==> src/csb_pkg.sv <==
// Shared constants, types and helpers for the channel status buffer.
package csb_pkg;

    // Block geometry.
    localparam int CSB_WORDS  = 24;
    localparam int CSB_FRAMES = 192;
    localparam int CSB_RSV_W  = 5;

    // Register byte offsets on the APB.
    localparam logic [7:0] CSB_REG_CTRL = 8'h00;
    localparam logic [7:0] CSB_REG_STAT = 8'h04;
    localparam logic [7:0] CSB_REG_IEN  = 8'h08;
    localparam logic [7:0] CSB_REG_PTR  = 8'h0c;
    localparam logic [7:0] CSB_REG_DATA = 8'h10;

    // Control field positions, all reset to zero.
    localparam int CSB_C_INH_D2E = 0;
    localparam int CSB_C_INH_E2F = 1;
    localparam int CSB_C_RSV     = 2;
    localparam int CSB_C_TWO     = 3;
    localparam int CSB_C_SEL_B   = 4;
    localparam logic [4:0] CSB_CTRL_RST = 5'h00;

    // Status and enable field positions.
    localparam int CSB_S_D2E = 0;
    localparam int CSB_S_E2F = 1;

    // CRCC generator: polynomial low terms and preset.
    localparam logic [7:0] CSB_CRC_POLY = 8'h1d;
    localparam logic [7:0] CSB_CRC_INIT = 8'hff;

    typedef logic [CSB_WORDS-1:0][15:0] csb_blk_t;

    // Received frame: one status bit per subframe.
    typedef struct packed {
        logic strobe;
        logic blk_start;
        logic bit_a;
        logic bit_b;
    } csb_rx_t;

    // Transmitter request for the next frame's bits.
    typedef struct packed {
        logic strobe;
        logic blk_start;
    } csb_txreq_t;

    // Bits handed to the transmitter.
    typedef struct packed {
        logic valid;
        logic bit_a;
        logic bit_b;
    } csb_txbit_t;

    // Word index holding a frame's bit.
    function automatic logic [4:0] csb_word(input logic [7:0] fr);
        csb_word = fr[7:3];
    endfunction : csb_word

    // Bit within the channel byte; earliest bit is the MSB.
    function automatic logic [2:0] csb_bit(input logic [7:0] fr);
        csb_bit = 3'h7 - fr[2:0];
    endfunction : csb_bit

endpackage : csb_pkg

==> src/csb_crcc.sv <==
// Combinational CRCC over the first 23 bytes of one channel block.
`timescale 1ns/1ps
`default_nettype none
module csb_crcc (
    input  wire logic [183:0] data,
    output logic [7:0]        crc
);
    import csb_pkg::*;

    // Serial LFSR unrolled over all bits, earliest bit at the top.
    // It is wide logic, but it only has to settle once per block.
    always_comb begin
        logic fb;
        fb  = 1'b0;
        crc = CSB_CRC_INIT;
        for (int i = 183; i >= 0; i--) begin
            fb  = crc[7] ^ data[i];
            crc = {crc[6:0], 1'b0} ^ (fb ? CSB_CRC_POLY : 8'h00);
        end
    end

endmodule : csb_crcc
`default_nettype wire

==> src/csb_capture.sv <==
// Receive-capture buffer that assembles incoming status blocks.
`timescale 1ns/1ps
`default_nettype none
module csb_capture (
    input  wire logic          core_clk,
    input  wire logic          arst_n,
    input  wire csb_pkg::csb_rx_t rx,
    output csb_pkg::csb_blk_t  blk,
    output logic               done
);
    import csb_pkg::*;

    logic [7:0] cnt;  // Next frame number expected.
    logic [7:0] fr;   // Frame number of the current strobe.

    // A block start forces frame zero; a lost start wraps anyway.
    assign fr = (rx.blk_start || cnt == 8'(CSB_FRAMES)) ? 8'h00 : cnt;

    // Drop each received bit into its slot, both channels.
    always_ff @(posedge core_clk or negedge arst_n) begin
        if (!arst_n) begin
            blk <= '0;
            cnt <= 8'h00;
        end else if (rx.strobe) begin
            blk[csb_word(fr)][8 + csb_bit(fr)] <= rx.bit_a;
            blk[csb_word(fr)][csb_bit(fr)]     <= rx.bit_b;
            cnt <= fr + 8'h01;
        end
    end

    // Completion pulse in the cycle after the last bit lands.
    always_ff @(posedge core_clk or negedge arst_n) begin
        if (!arst_n) begin
            done <= 1'b0;
        end else begin
            done <= rx.strobe && fr == 8'(CSB_FRAMES - 1);
        end
    end

endmodule : csb_capture
`default_nettype wire

==> src/csb_buffer.sv <==
// Channel status block buffer cascade with APB host access.
//
// The implementer's own choices: the address map and the APB slave port.
`timescale 1ns/1ps
`default_nettype none
module csb_buffer (
    input  wire logic           core_clk,
    input  wire logic           arst_n,
    // APB slave.
    input  wire logic           psel,
    input  wire logic           penable,
    input  wire logic           pwrite,
    input  wire logic [7:0]     paddr,
    input  wire logic [31:0]    pwdata,
    output logic [31:0]         prdata,
    output logic                pready,
    output logic                pslverr,
    // Receiver side.
    input  wire csb_pkg::csb_rx_t rx,
    // Transmitter side.
    input  wire csb_pkg::csb_txreq_t tx_req,
    output csb_pkg::csb_txbit_t tx_out,
    // Copy event output.
    output logic                irq
);
    import csb_pkg::*;

    // Register state.
    logic [4:0]  ctrl;       // Inhibits, reserve, width and channel select.
    logic [1:0]  stat;       // Sticky copy flags.
    logic [1:0]  ien;        // Copy event enables.
    logic [4:0]  ptr;        // Host word pointer.
    logic        phase;      // Second byte pending in two-byte mode.
    logic [7:0]  hold_a;     // Channel A byte awaiting its partner.

    // The three buffers.
    csb_blk_t    d_blk;      // Capture buffer contents.
    csb_blk_t    e_blk;      // Host buffer, both channel blocks.
    csb_blk_t    f_blk;      // Transmit source buffer.
    csb_blk_t    e_crc;      // Host buffer with CRCC patched in.

    // Copy strobes and transfer decode.
    logic        d_done;     // Capture block complete.
    logic        d2e_go;     // Capture-to-host copy this cycle.
    logic        e2f_go;     // Host-to-transmit copy this cycle.
    logic        setup;      // APB setup phase.
    logic        acc;        // APB access phase.
    logic        wr;         // Write takes effect.
    logic        rd;         // Read completes.
    logic        mapped;     // Address hits a register.
    logic        data_hit;   // Access to the buffer window.
    logic        advance;    // Pointer moves on this access.
    logic [7:0]  wbyte;      // Written byte.
    logic [7:0]  crc_a;      // CRCC for channel A.
    logic [7:0]  crc_b;      // CRCC for channel B.
    logic [183:0] str_a;     // Channel A bytes 0..22 in send order.
    logic [183:0] str_b;     // Channel B bytes 0..22 in send order.

    // Transmit side.
    logic [7:0]  tcnt;       // Next transmit frame number.
    logic [7:0]  tfr;        // Frame number of this request.
    csb_blk_t    t_src;      // Block the bits come from.

    // Capture buffer builds blocks from the receiver.
    csb_capture u_cap (
        .core_clk (core_clk),
        .arst_n   (arst_n),
        .rx       (rx),
        .blk      (d_blk),
        .done     (d_done)
    );

    // Gather each channel's first 23 bytes for the CRCC.
    always_comb begin
        str_a = '0;
        str_b = '0;
        for (int i = 0; i < 23; i++) begin
            if (i % 2 == 0) begin
                str_a[183 - 8*i -: 8] = e_blk[i/2 + 12*0][15:8];
                str_b[183 - 8*i -: 8] = e_blk[i/2 + 12*0][7:0];
            end else begin
                str_a[183 - 8*i -: 8] = e_blk[i/2 + 12*0][15:8];
                str_b[183 - 8*i -: 8] = e_blk[i/2 + 12*0][7:0];
            end
        end
        // Bytes are held one per word, so index directly by byte.
        for (int i = 0; i < 23; i++) begin
            str_a[183 - 8*i -: 8] = e_blk[i][15:8];
            str_b[183 - 8*i -: 8] = e_blk[i][7:0];
        end
    end

    // One CRCC generator per channel.
    csb_crcc u_crc_a (
        .data (str_a),
        .crc  (crc_a)
    );

    csb_crcc u_crc_b (
        .data (str_b),
        .crc  (crc_b)
    );

    // Patch the last byte of any professional channel block.
    // Each channel is judged by its own first bit.
    always_comb begin
        e_crc = e_blk;
        if (e_blk[0][15]) begin
            e_crc[CSB_WORDS-1][15:8] = crc_a;
        end
        if (e_blk[0][7]) begin
            e_crc[CSB_WORDS-1][7:0] = crc_b;
        end
    end

    // Copies fire on block boundaries unless inhibited.
    assign d2e_go = d_done && !ctrl[CSB_C_INH_D2E];
    assign e2f_go = tx_req.strobe && tx_req.blk_start
                    && !ctrl[CSB_C_INH_E2F];

    // APB decode; the slave never inserts wait states.
    assign setup    = psel && !penable;
    assign acc      = psel && penable;
    assign wr       = acc && pwrite;
    assign rd       = acc && !pwrite;
    assign pready   = 1'b1;
    assign mapped   = paddr == CSB_REG_CTRL || paddr == CSB_REG_STAT
                   || paddr == CSB_REG_IEN  || paddr == CSB_REG_PTR
                   || paddr == CSB_REG_DATA;
    assign pslverr  = acc && !mapped;
    assign data_hit = acc && paddr == CSB_REG_DATA;
    assign wbyte    = pwdata[7:0];

    // The pointer moves after each full word in two-byte mode
    // and after every byte in one-byte mode.
    assign advance  = data_hit && (!ctrl[CSB_C_TWO] || phase);

    // Control and enable registers.
    always_ff @(posedge core_clk or negedge arst_n) begin
        if (!arst_n) begin
            ctrl <= CSB_CTRL_RST;
            ien  <= 2'h0;
        end else if (wr && paddr == CSB_REG_CTRL) begin
            ctrl <= pwdata[4:0];
        end else if (wr && paddr == CSB_REG_IEN) begin
            ien  <= pwdata[1:0];
        end
    end

    // Word pointer and byte phase. A pointer write, or a change
    // of access width, restarts the byte pairing on channel A.
    always_ff @(posedge core_clk or negedge arst_n) begin
        if (!arst_n) begin
            ptr   <= 5'h00;
            phase <= 1'b0;
        end else if (wr && paddr == CSB_REG_PTR) begin
            ptr   <= (pwdata[4:0] < 5'(CSB_WORDS)) ? pwdata[4:0] : 5'h00;
            phase <= 1'b0;
        end else if (wr && paddr == CSB_REG_CTRL) begin
            phase <= 1'b0;
        end else if (data_hit) begin
            phase <= ctrl[CSB_C_TWO] && !phase;
            if (advance) begin
                ptr <= (ptr == 5'(CSB_WORDS - 1)) ? 5'h00 : ptr + 5'h01;
            end
        end
    end

    // Channel A byte is held until the B byte completes the word.
    always_ff @(posedge core_clk or negedge arst_n) begin
        if (!arst_n) begin
            hold_a <= 8'h00;
        end else if (wr && data_hit && ctrl[CSB_C_TWO] && !phase) begin
            hold_a <= wbyte;
        end
    end

    // Host buffer: block copies first, then a host write on top,
    // so a write landing in the copy cycle is never lost.
    always_ff @(posedge core_clk or negedge arst_n) begin
        if (!arst_n) begin
            e_blk <= '0;
        end else begin
            if (d2e_go) begin
                for (int i = 0; i < CSB_WORDS; i++) begin
                    if (!(ctrl[CSB_C_RSV] && i < CSB_RSV_W)) begin
                        e_blk[i] <= d_blk[i];
                    end
                end
            end
            if (wr && data_hit) begin
                if (!ctrl[CSB_C_TWO]) begin
                    e_blk[ptr] <= {wbyte, wbyte};
                end else if (phase) begin
                    e_blk[ptr] <= {hold_a, wbyte};
                end
            end
        end
    end

    // Transmit buffer takes the whole host block at a block start.
    // A block copied twice is simply sent twice, and a block that
    // was overwritten before a start is never sent.
    always_ff @(posedge core_clk or negedge arst_n) begin
        if (!arst_n) begin
            f_blk <= '0;
        end else if (e2f_go) begin
            f_blk <= e_crc;
        end
    end

    // Sticky copy flags: write one to clear, a new copy wins.
    always_ff @(posedge core_clk or negedge arst_n) begin
        if (!arst_n) begin
            stat <= 2'h0;
        end else begin
            if (wr && paddr == CSB_REG_STAT) begin
                stat <= stat & ~pwdata[1:0];
            end
            if (d2e_go) begin
                stat[CSB_S_D2E] <= 1'b1;
            end
            if (e2f_go) begin
                stat[CSB_S_E2F] <= 1'b1;
            end
        end
    end

    // Event output, gated by the enables.
    assign irq = |(stat & ien);

    // Read data is fetched in the setup phase, ready at the access.
    always_ff @(posedge core_clk or negedge arst_n) begin
        if (!arst_n) begin
            prdata <= 32'h0000_0000;
        end else if (setup && !pwrite) begin
            case (paddr)
                CSB_REG_CTRL: prdata <= {27'h0, ctrl};
                CSB_REG_STAT: prdata <= {30'h0, stat};
                CSB_REG_IEN:  prdata <= {30'h0, ien};
                CSB_REG_PTR:  prdata <= {26'h0, phase, ptr};
                CSB_REG_DATA: begin
                    if (ctrl[CSB_C_TWO]) begin
                        prdata <= {24'h0, phase ? e_blk[ptr][7:0]
                                                : e_blk[ptr][15:8]};
                    end else begin
                        prdata <= {24'h0, ctrl[CSB_C_SEL_B] ? e_blk[ptr][7:0]
                                                           : e_blk[ptr][15:8]};
                    end
                end
                default:      prdata <= 32'h0000_0000;
            endcase
        end
    end

    // Transmit frame number; a block start forces frame zero.
    assign tfr   = (tx_req.blk_start || tcnt == 8'(CSB_FRAMES)) ? 8'h00 : tcnt;

    // The first frame of a block already reads the newly copied data.
    assign t_src = e2f_go ? e_crc : f_blk;

    // Serial bits handed to the transmitter, one pair per frame.
    always_ff @(posedge core_clk or negedge arst_n) begin
        if (!arst_n) begin
            tcnt   <= 8'h00;
            tx_out <= '0;
        end else begin
            tx_out.valid <= tx_req.strobe;
            if (tx_req.strobe) begin
                tx_out.bit_a <= t_src[csb_word(tfr)][8 + csb_bit(tfr)];
                tx_out.bit_b <= t_src[csb_word(tfr)][csb_bit(tfr)];
                tcnt         <= tfr + 8'h01;
            end
        end
    end

endmodule : csb_buffer
`default_nettype wire

==> config.mk <==
export PLATFORM = sky130hd
export DESIGN_NAME = csb_buffer
export DESIGN_NICKNAME = d
export VERILOG_FILES = /design/src/csb_pkg.sv /design/src/csb_crcc.sv /design/src/csb_capture.sv /design/src/csb_buffer.sv
export SDC_FILE = /design/constraint.sdc
export NUM_CORES = 2
export LEC_CHECK = 0
export BUFFER_PORTS_ARGS = -buffer_cell sky130_fd_sc_hd__buf_2
export CORE_ASPECT_RATIO = 0.6
export CORE_MARGIN = 2
export CORE_UTILIZATION = 63
export CTS_BUF_LIST = sky130_fd_sc_hd__clkbuf_8 sky130_fd_sc_hd__clkbuf_16
export CTS_CLUSTER_SIZE = 40
export DETAILED_ROUTE_END_ITERATION = 10
export PLACE_DENSITY = 0.91
export SLEW_MARGIN = 10
export SYNTH_ARGS = -nofsm -noshare
export SYNTH_HDL_FRONTEND = slang
export SYNTH_SLANG_ARGS = --single-unit
export TNS_END_PERCENT = 1
==> constraint.sdc <==
create_clock -name core_clk -period 20.9 [get_ports core_clk]
set_input_delay 2.09 -clock core_clk [delete_from_list [all_inputs] [get_ports core_clk]]
set_output_delay 2.09 -clock core_clk [all_outputs]
set_load 0.02 [all_outputs]
* Word level (Yosys, flattened, before mapping) *
Index checks and enable logic that the tools add are counted.
W data, S select, Z words.

storage, ports and cells
  register bits after elaboration = 1227
  bits of input ports = 51
  output and inout port bits = 38

operators by class
  add/sub/neg operators = 7
  magnitude comparators = 12
  eq/ne operators = 9
  multiplexer cells = 420
  bitwise operators = 738
  reduce and logical (&&, ||, !) cells = 46

operators by type and width
  operator               count
  $xor A8 B8 Y8          366
  $mux W384              5
  $mux W5                374
  $bwmux W384            4
  $xor A1 B1 Y1          366
  $demux W16 S5          3
  $bmux W16 S5           2
  $mux W16               9
  $mux W8                8
  $pmux W8 S5            1
  $ge A32 B1 Y1 const B  1
  $lt A32 B5 Y1 const B  1
  $eq A8 B8 Y1 const B   3
  $logic_and A1 B1 Y1    23
  $lt A5 B6 Y1 const B   3
  $add A8 B1 Y8 const B  2
  $eq A8 B4 Y1 const B   2
  $not A7 Y7             2
  $add A4 B3 Y5 const A  2
  $ge A5 B1 Y1 const B   2
  $lt A3 B5 Y1 const B   2
  $lt A5 B5 Y1 const B   2
  $mux W1                9
  $eq A8 B3 Y1 const B   1
  22 further kinds       39

* Logic depth before layout (Yosys ltp) *
  word-level depth = 557
  mapped depth = 32
  gate-level depth less buffers = 30

* By module *
From an unflattened synthesis, not the netlist that was laid out.

second synthesis, totals
  cell total of the unflattened synthesis = 7074
  area total of the unflattened synthesis = 77267.9 sq um

by module, submodules not included
  module       times used  cells an instance  area each (sq um)  seq. area each (sq um)
  csb_buffer   1           4605               41677.5            20269.4
  csb_crcc     2           657                9814.4             0.0
  csb_capture  1           1155               15961.6            9834.4

* Worst setup path before layout *
No wires, ideal clock.

  kind = reg2reg
  from = reg e_blk[7] (netlist name)
  to = reg f_blk[374] (netlist name)
  library setup time = 65 ps
  arrival time = 11830 ps
  data required time = 20835 ps
  slack = 9006 ps
  cell stages (with the launch flop) = 32
  path through = dfrtp_1 > buf_6 > xor3_2 > xnor3_2 > xnor3_2 > xor2_2 > xnor3_2 > xnor3_2 > xnor2_1 > xnor3_1 > xnor3_1 > xnor3_1 > xnor3_2 > xor3_2 > xnor3_1 > xnor3_1 > xnor3_1 > xnor3_1 > xor2_1 > xnor3_2 > xnor3_1 > xnor2_1 > xor3_2 > xnor3_2 > xnor3_2 > xnor3_1 > xnor3_1 > xnor2_1 > xnor3_1 > xnor3_1 > o211ai_1 > o21a_1

RTL lines
  item                              line               RTL
  start: declaration                csb_buffer.sv:38   csb_blk_t e_blk;
  start signal: indexed assignment  csb_buffer.sv:187  e_blk[i] <= d_blk[i];
  start signal: indexed assignment  csb_buffer.sv:193  e_blk[ptr] <= {wbyte, wbyte};
  start signal: indexed assignment  csb_buffer.sv:195  e_blk[ptr] <= {hold_a, wbyte};
  end signal: assignment            csb_buffer.sv:208  f_blk <= e_crc;
  end: declaration                  csb_buffer.sv:39   csb_blk_t f_blk;

==> results.py <==
metrics = {
    "run_status": {
        "status": "finished, final reports clean",
    },
    "cts": {
        "clkTransAtPathRegs_ns": 0.07,
        "post_cts_resize_count": 0,
        "cts_tree": "yes",
        "htreeDepth": 3,
        "clock_latency_ns": 0.78,
        "cts_sinks": 1203,
        "postCtsSetupBuffers": 0,
        "cts_hold_buffers": 0,
        "cts-root-buf": "clkbuf_16",
        "cts_buffers": 108,
        "cts_buffer_depth": 3,
    },
    "critical_path": {
        "r2r_slack_ns": 7.02,
        "r2r-end": "f_blk[373]",
        "cpPeakStageDelay_ns": 0.84,
        "cp-start-kind": "flop",
        "crit_family": "XOR/XNOR gates",
        "critical_path.endpoint_type": "flop",
        "slowest_stage": "xnor3_1",
        "crit_type": "reg -> reg",
        "crit_arrival_ns": 14.49,
        "reg2reg_depth": 29,
        "cp_num_buf_inv": 0,
        "critPathRequiredTime_ns": 21.51,
        "cpMostUsedCell": "xnor3_1",
        "r2r_start": "e_blk[22]",
        "cp_max_fo": 9,
    },
    "floorplanning": {
        "dieArea_um2": 124000,
        "core_um2": 120000,
        "rows": 98,
        "io_pins": 89,
        "die_x_um": 454,
        "fp.dieH_um": 274,
        "initial_core_util": 0.639,
    },
    "timing": {
        "finClkSkew_ns": 0.0664,
        "tns_ns": 0,
        "fmax_mhz": 72.0,
        "relSlewSlack": 0.0665,
        "setup_violations": 0,
        "period_minus_slack_ns": 13.88,
        "worst_pin_slew_ns": 1.40,
        "rsz0062_at_grt": "no",
        "min_period_over_period": 0.664,
        "hold_viol_final": 0,
        "drv_slew": 0,
    },
    "routing": {
        "postRouteAntennaNets": 0,
        "dr_total_vias": 59031,
        "drt-total-wl_mm": 262,
        "wl_per_cell_um": 30.8,
        "drt_iter0_drc": 10575,
        "remaining_drc_errors": 0,
        "vias_per_cell": 6.92,
        "first_pass_iters": 10,
    },
    "synth": {
        "synth_fa_ha_area_frac": 0.000981,
        "synth-compound-area-share": 0.0619,
        "ys_types": 74,
        "netlist_instances": 7067,
        "yosys.area_share.simple": 0.134,
        "yosys_warnings": 0,
        "syn_avg_cell_area_um2": 10.8,
        "synth_edf_count": 0,
        "synth_top_family_by_area": "XOR/XNOR gates",
        "synth_seq_cells": 1203,
        "synth_xor_area_frac": 0.260,
        "seq_area_frac_synth": 0.393,
        "synth-async-reset-ratio": 1.00,
        "ys.flop_type": "dfrtp_1",
        "netlist_area_um2": 76500,
        "yosys-mux-area-fraction": 0.121,
    },
    "worst_hold_path": {
        "hold_depth": 2,
        "hold_end": "f_blk[186]",
        "min_from": "f_blk[186]",
        "worstHoldPathType": "reg -> reg",
    },
    "finish": {
        "layout-drive-gt1-share": 0.148,
        "mostFrequentLayoutCell": "nand2_1",
        "area_growth_pct": 6.49,
        "num-nets-final": 6882,
        "final_cell_mix": "1949 x nand2_1, 1201 x dfrtp_1, 580 x xnor2_1",
    },
    "grt": {
        "grt_pass1_vias": 56638,
        "grt_pass1_wl_mm": 381,
        "grt_use_total": 0.422,
        "antenna_found_initial": 9,
        "grt_max_degree": 191,
        "grt_overflow_total": 0,
    },
    "place": {
        "gp_congestion": 1.04,
        "numPortBuffers": 39,
        "hpwl_mm": 191,
    },
    "run": {
        "maxCapViolations": 0,
    },
}
[how the worst max path moves through the flow]
stage                          from         end  cells after the start
after floorplan            e_blk[7]  f_blk[374]                     31
after global placement    e_blk[22]  f_blk[374]                     30
after detailed placement   e_blk[7]  f_blk[374]                     31
after CTS                 e_blk[22]  f_blk[373]                     29
after global routing       e_blk[7]  f_blk[373]                     31
final                     e_blk[22]  f_blk[373]                     29
[cell families after synthesis]
group / Yosys count
simple gates: 2599
xor+xnor: 1359
flops: 1203
compound gates: 688
mux: 680
buf+inv: 530
fa+ha+maj: 6
other cells: 2
[synthesized netlist by cell type (64+ instances only)]
| cell type | instances | area share |
|---|---|---|
| nand2_1 | 1949 | 0.096 |
| mux4_2 | 156 | 0.046 |
| a31oi_1 | 198 | 0.016 |
| a32oi_1 | 118 | 0.014 |
| clkbuf_1 | 381 | 0.019 |
| xor2_1 | 192 | 0.022 |
| mux2i_1 | 97 | 0.013 |
| nand3_1 | 70 | 0.0046 |
| xnor3_1 | 414 | 0.12 |
| mux2_2 | 427 | 0.063 |
| nor2_1 | 403 | 0.020 |
| xnor2_1 | 580 | 0.066 |
| o22ai_1 | 83 | 0.0068 |
| dfrtp_1 | 1203 | 0.39 |
| xor3_1 | 66 | 0.021 |
| buf_1 | 69 | 0.0034 |
| a21oi_1 | 64 | 0.0042 |
[per-stage QoR]
step                      worst slack, ns  hold slack (ns)  cell area, um^2  utilization  instances
after floorplan                      9.01            0.433            76600            -       7090
after global placement               7.64            0.448            77600        0.648       8314
after detailed placement             7.22            0.452            77600        0.648       8314
after CTS                            7.15            0.468            81400        0.680       8516
after global routing                 6.51            0.480            81500        0.680       8517
final                                7.02            0.468            81500        0.680       8526
[layout make-up]
cell class,instances,area [um^2]
sequential,1203,30100
timing repair buffer,124,945
fill,8367,38300
clock buffer,125,2950
tap,1600,2000
clock inverter,77,865
multi-input combinational,5357,44500
inverter,31,116
antenna,9,22.5
[per-layer routing]
layer | global-route usage | routed length [um] | up-vias
met5 | 0.0103 | 274 | -
met4 | 0.153 | 11900 | 18
met3 | 0.236 | 53200 | 801
met2 | 0.523 | 97300 | 5354
met1 | 0.608 | 99500 | 29189
li1 | - | - | 23669
[worst min-delay path, cell delays in order, from the launching register on]
cell     delay, ns
dfrtp_1       0.32
nand2_1       0.04
nand2_1       0.07
[flip-flops by register name, indices dropped and copies added, names as in the netlist, 5 cells and up]
register	count
ctrl	5
e_blk	384
f_blk	384
hold_a	8
prdata	8
ptr	5
tcnt	8
u_cap.blk	384
u_cap.cnt	8
Power is not shown: default switching activity piles up to over one toggle a cycle in this logic, so the estimate is an artifact.
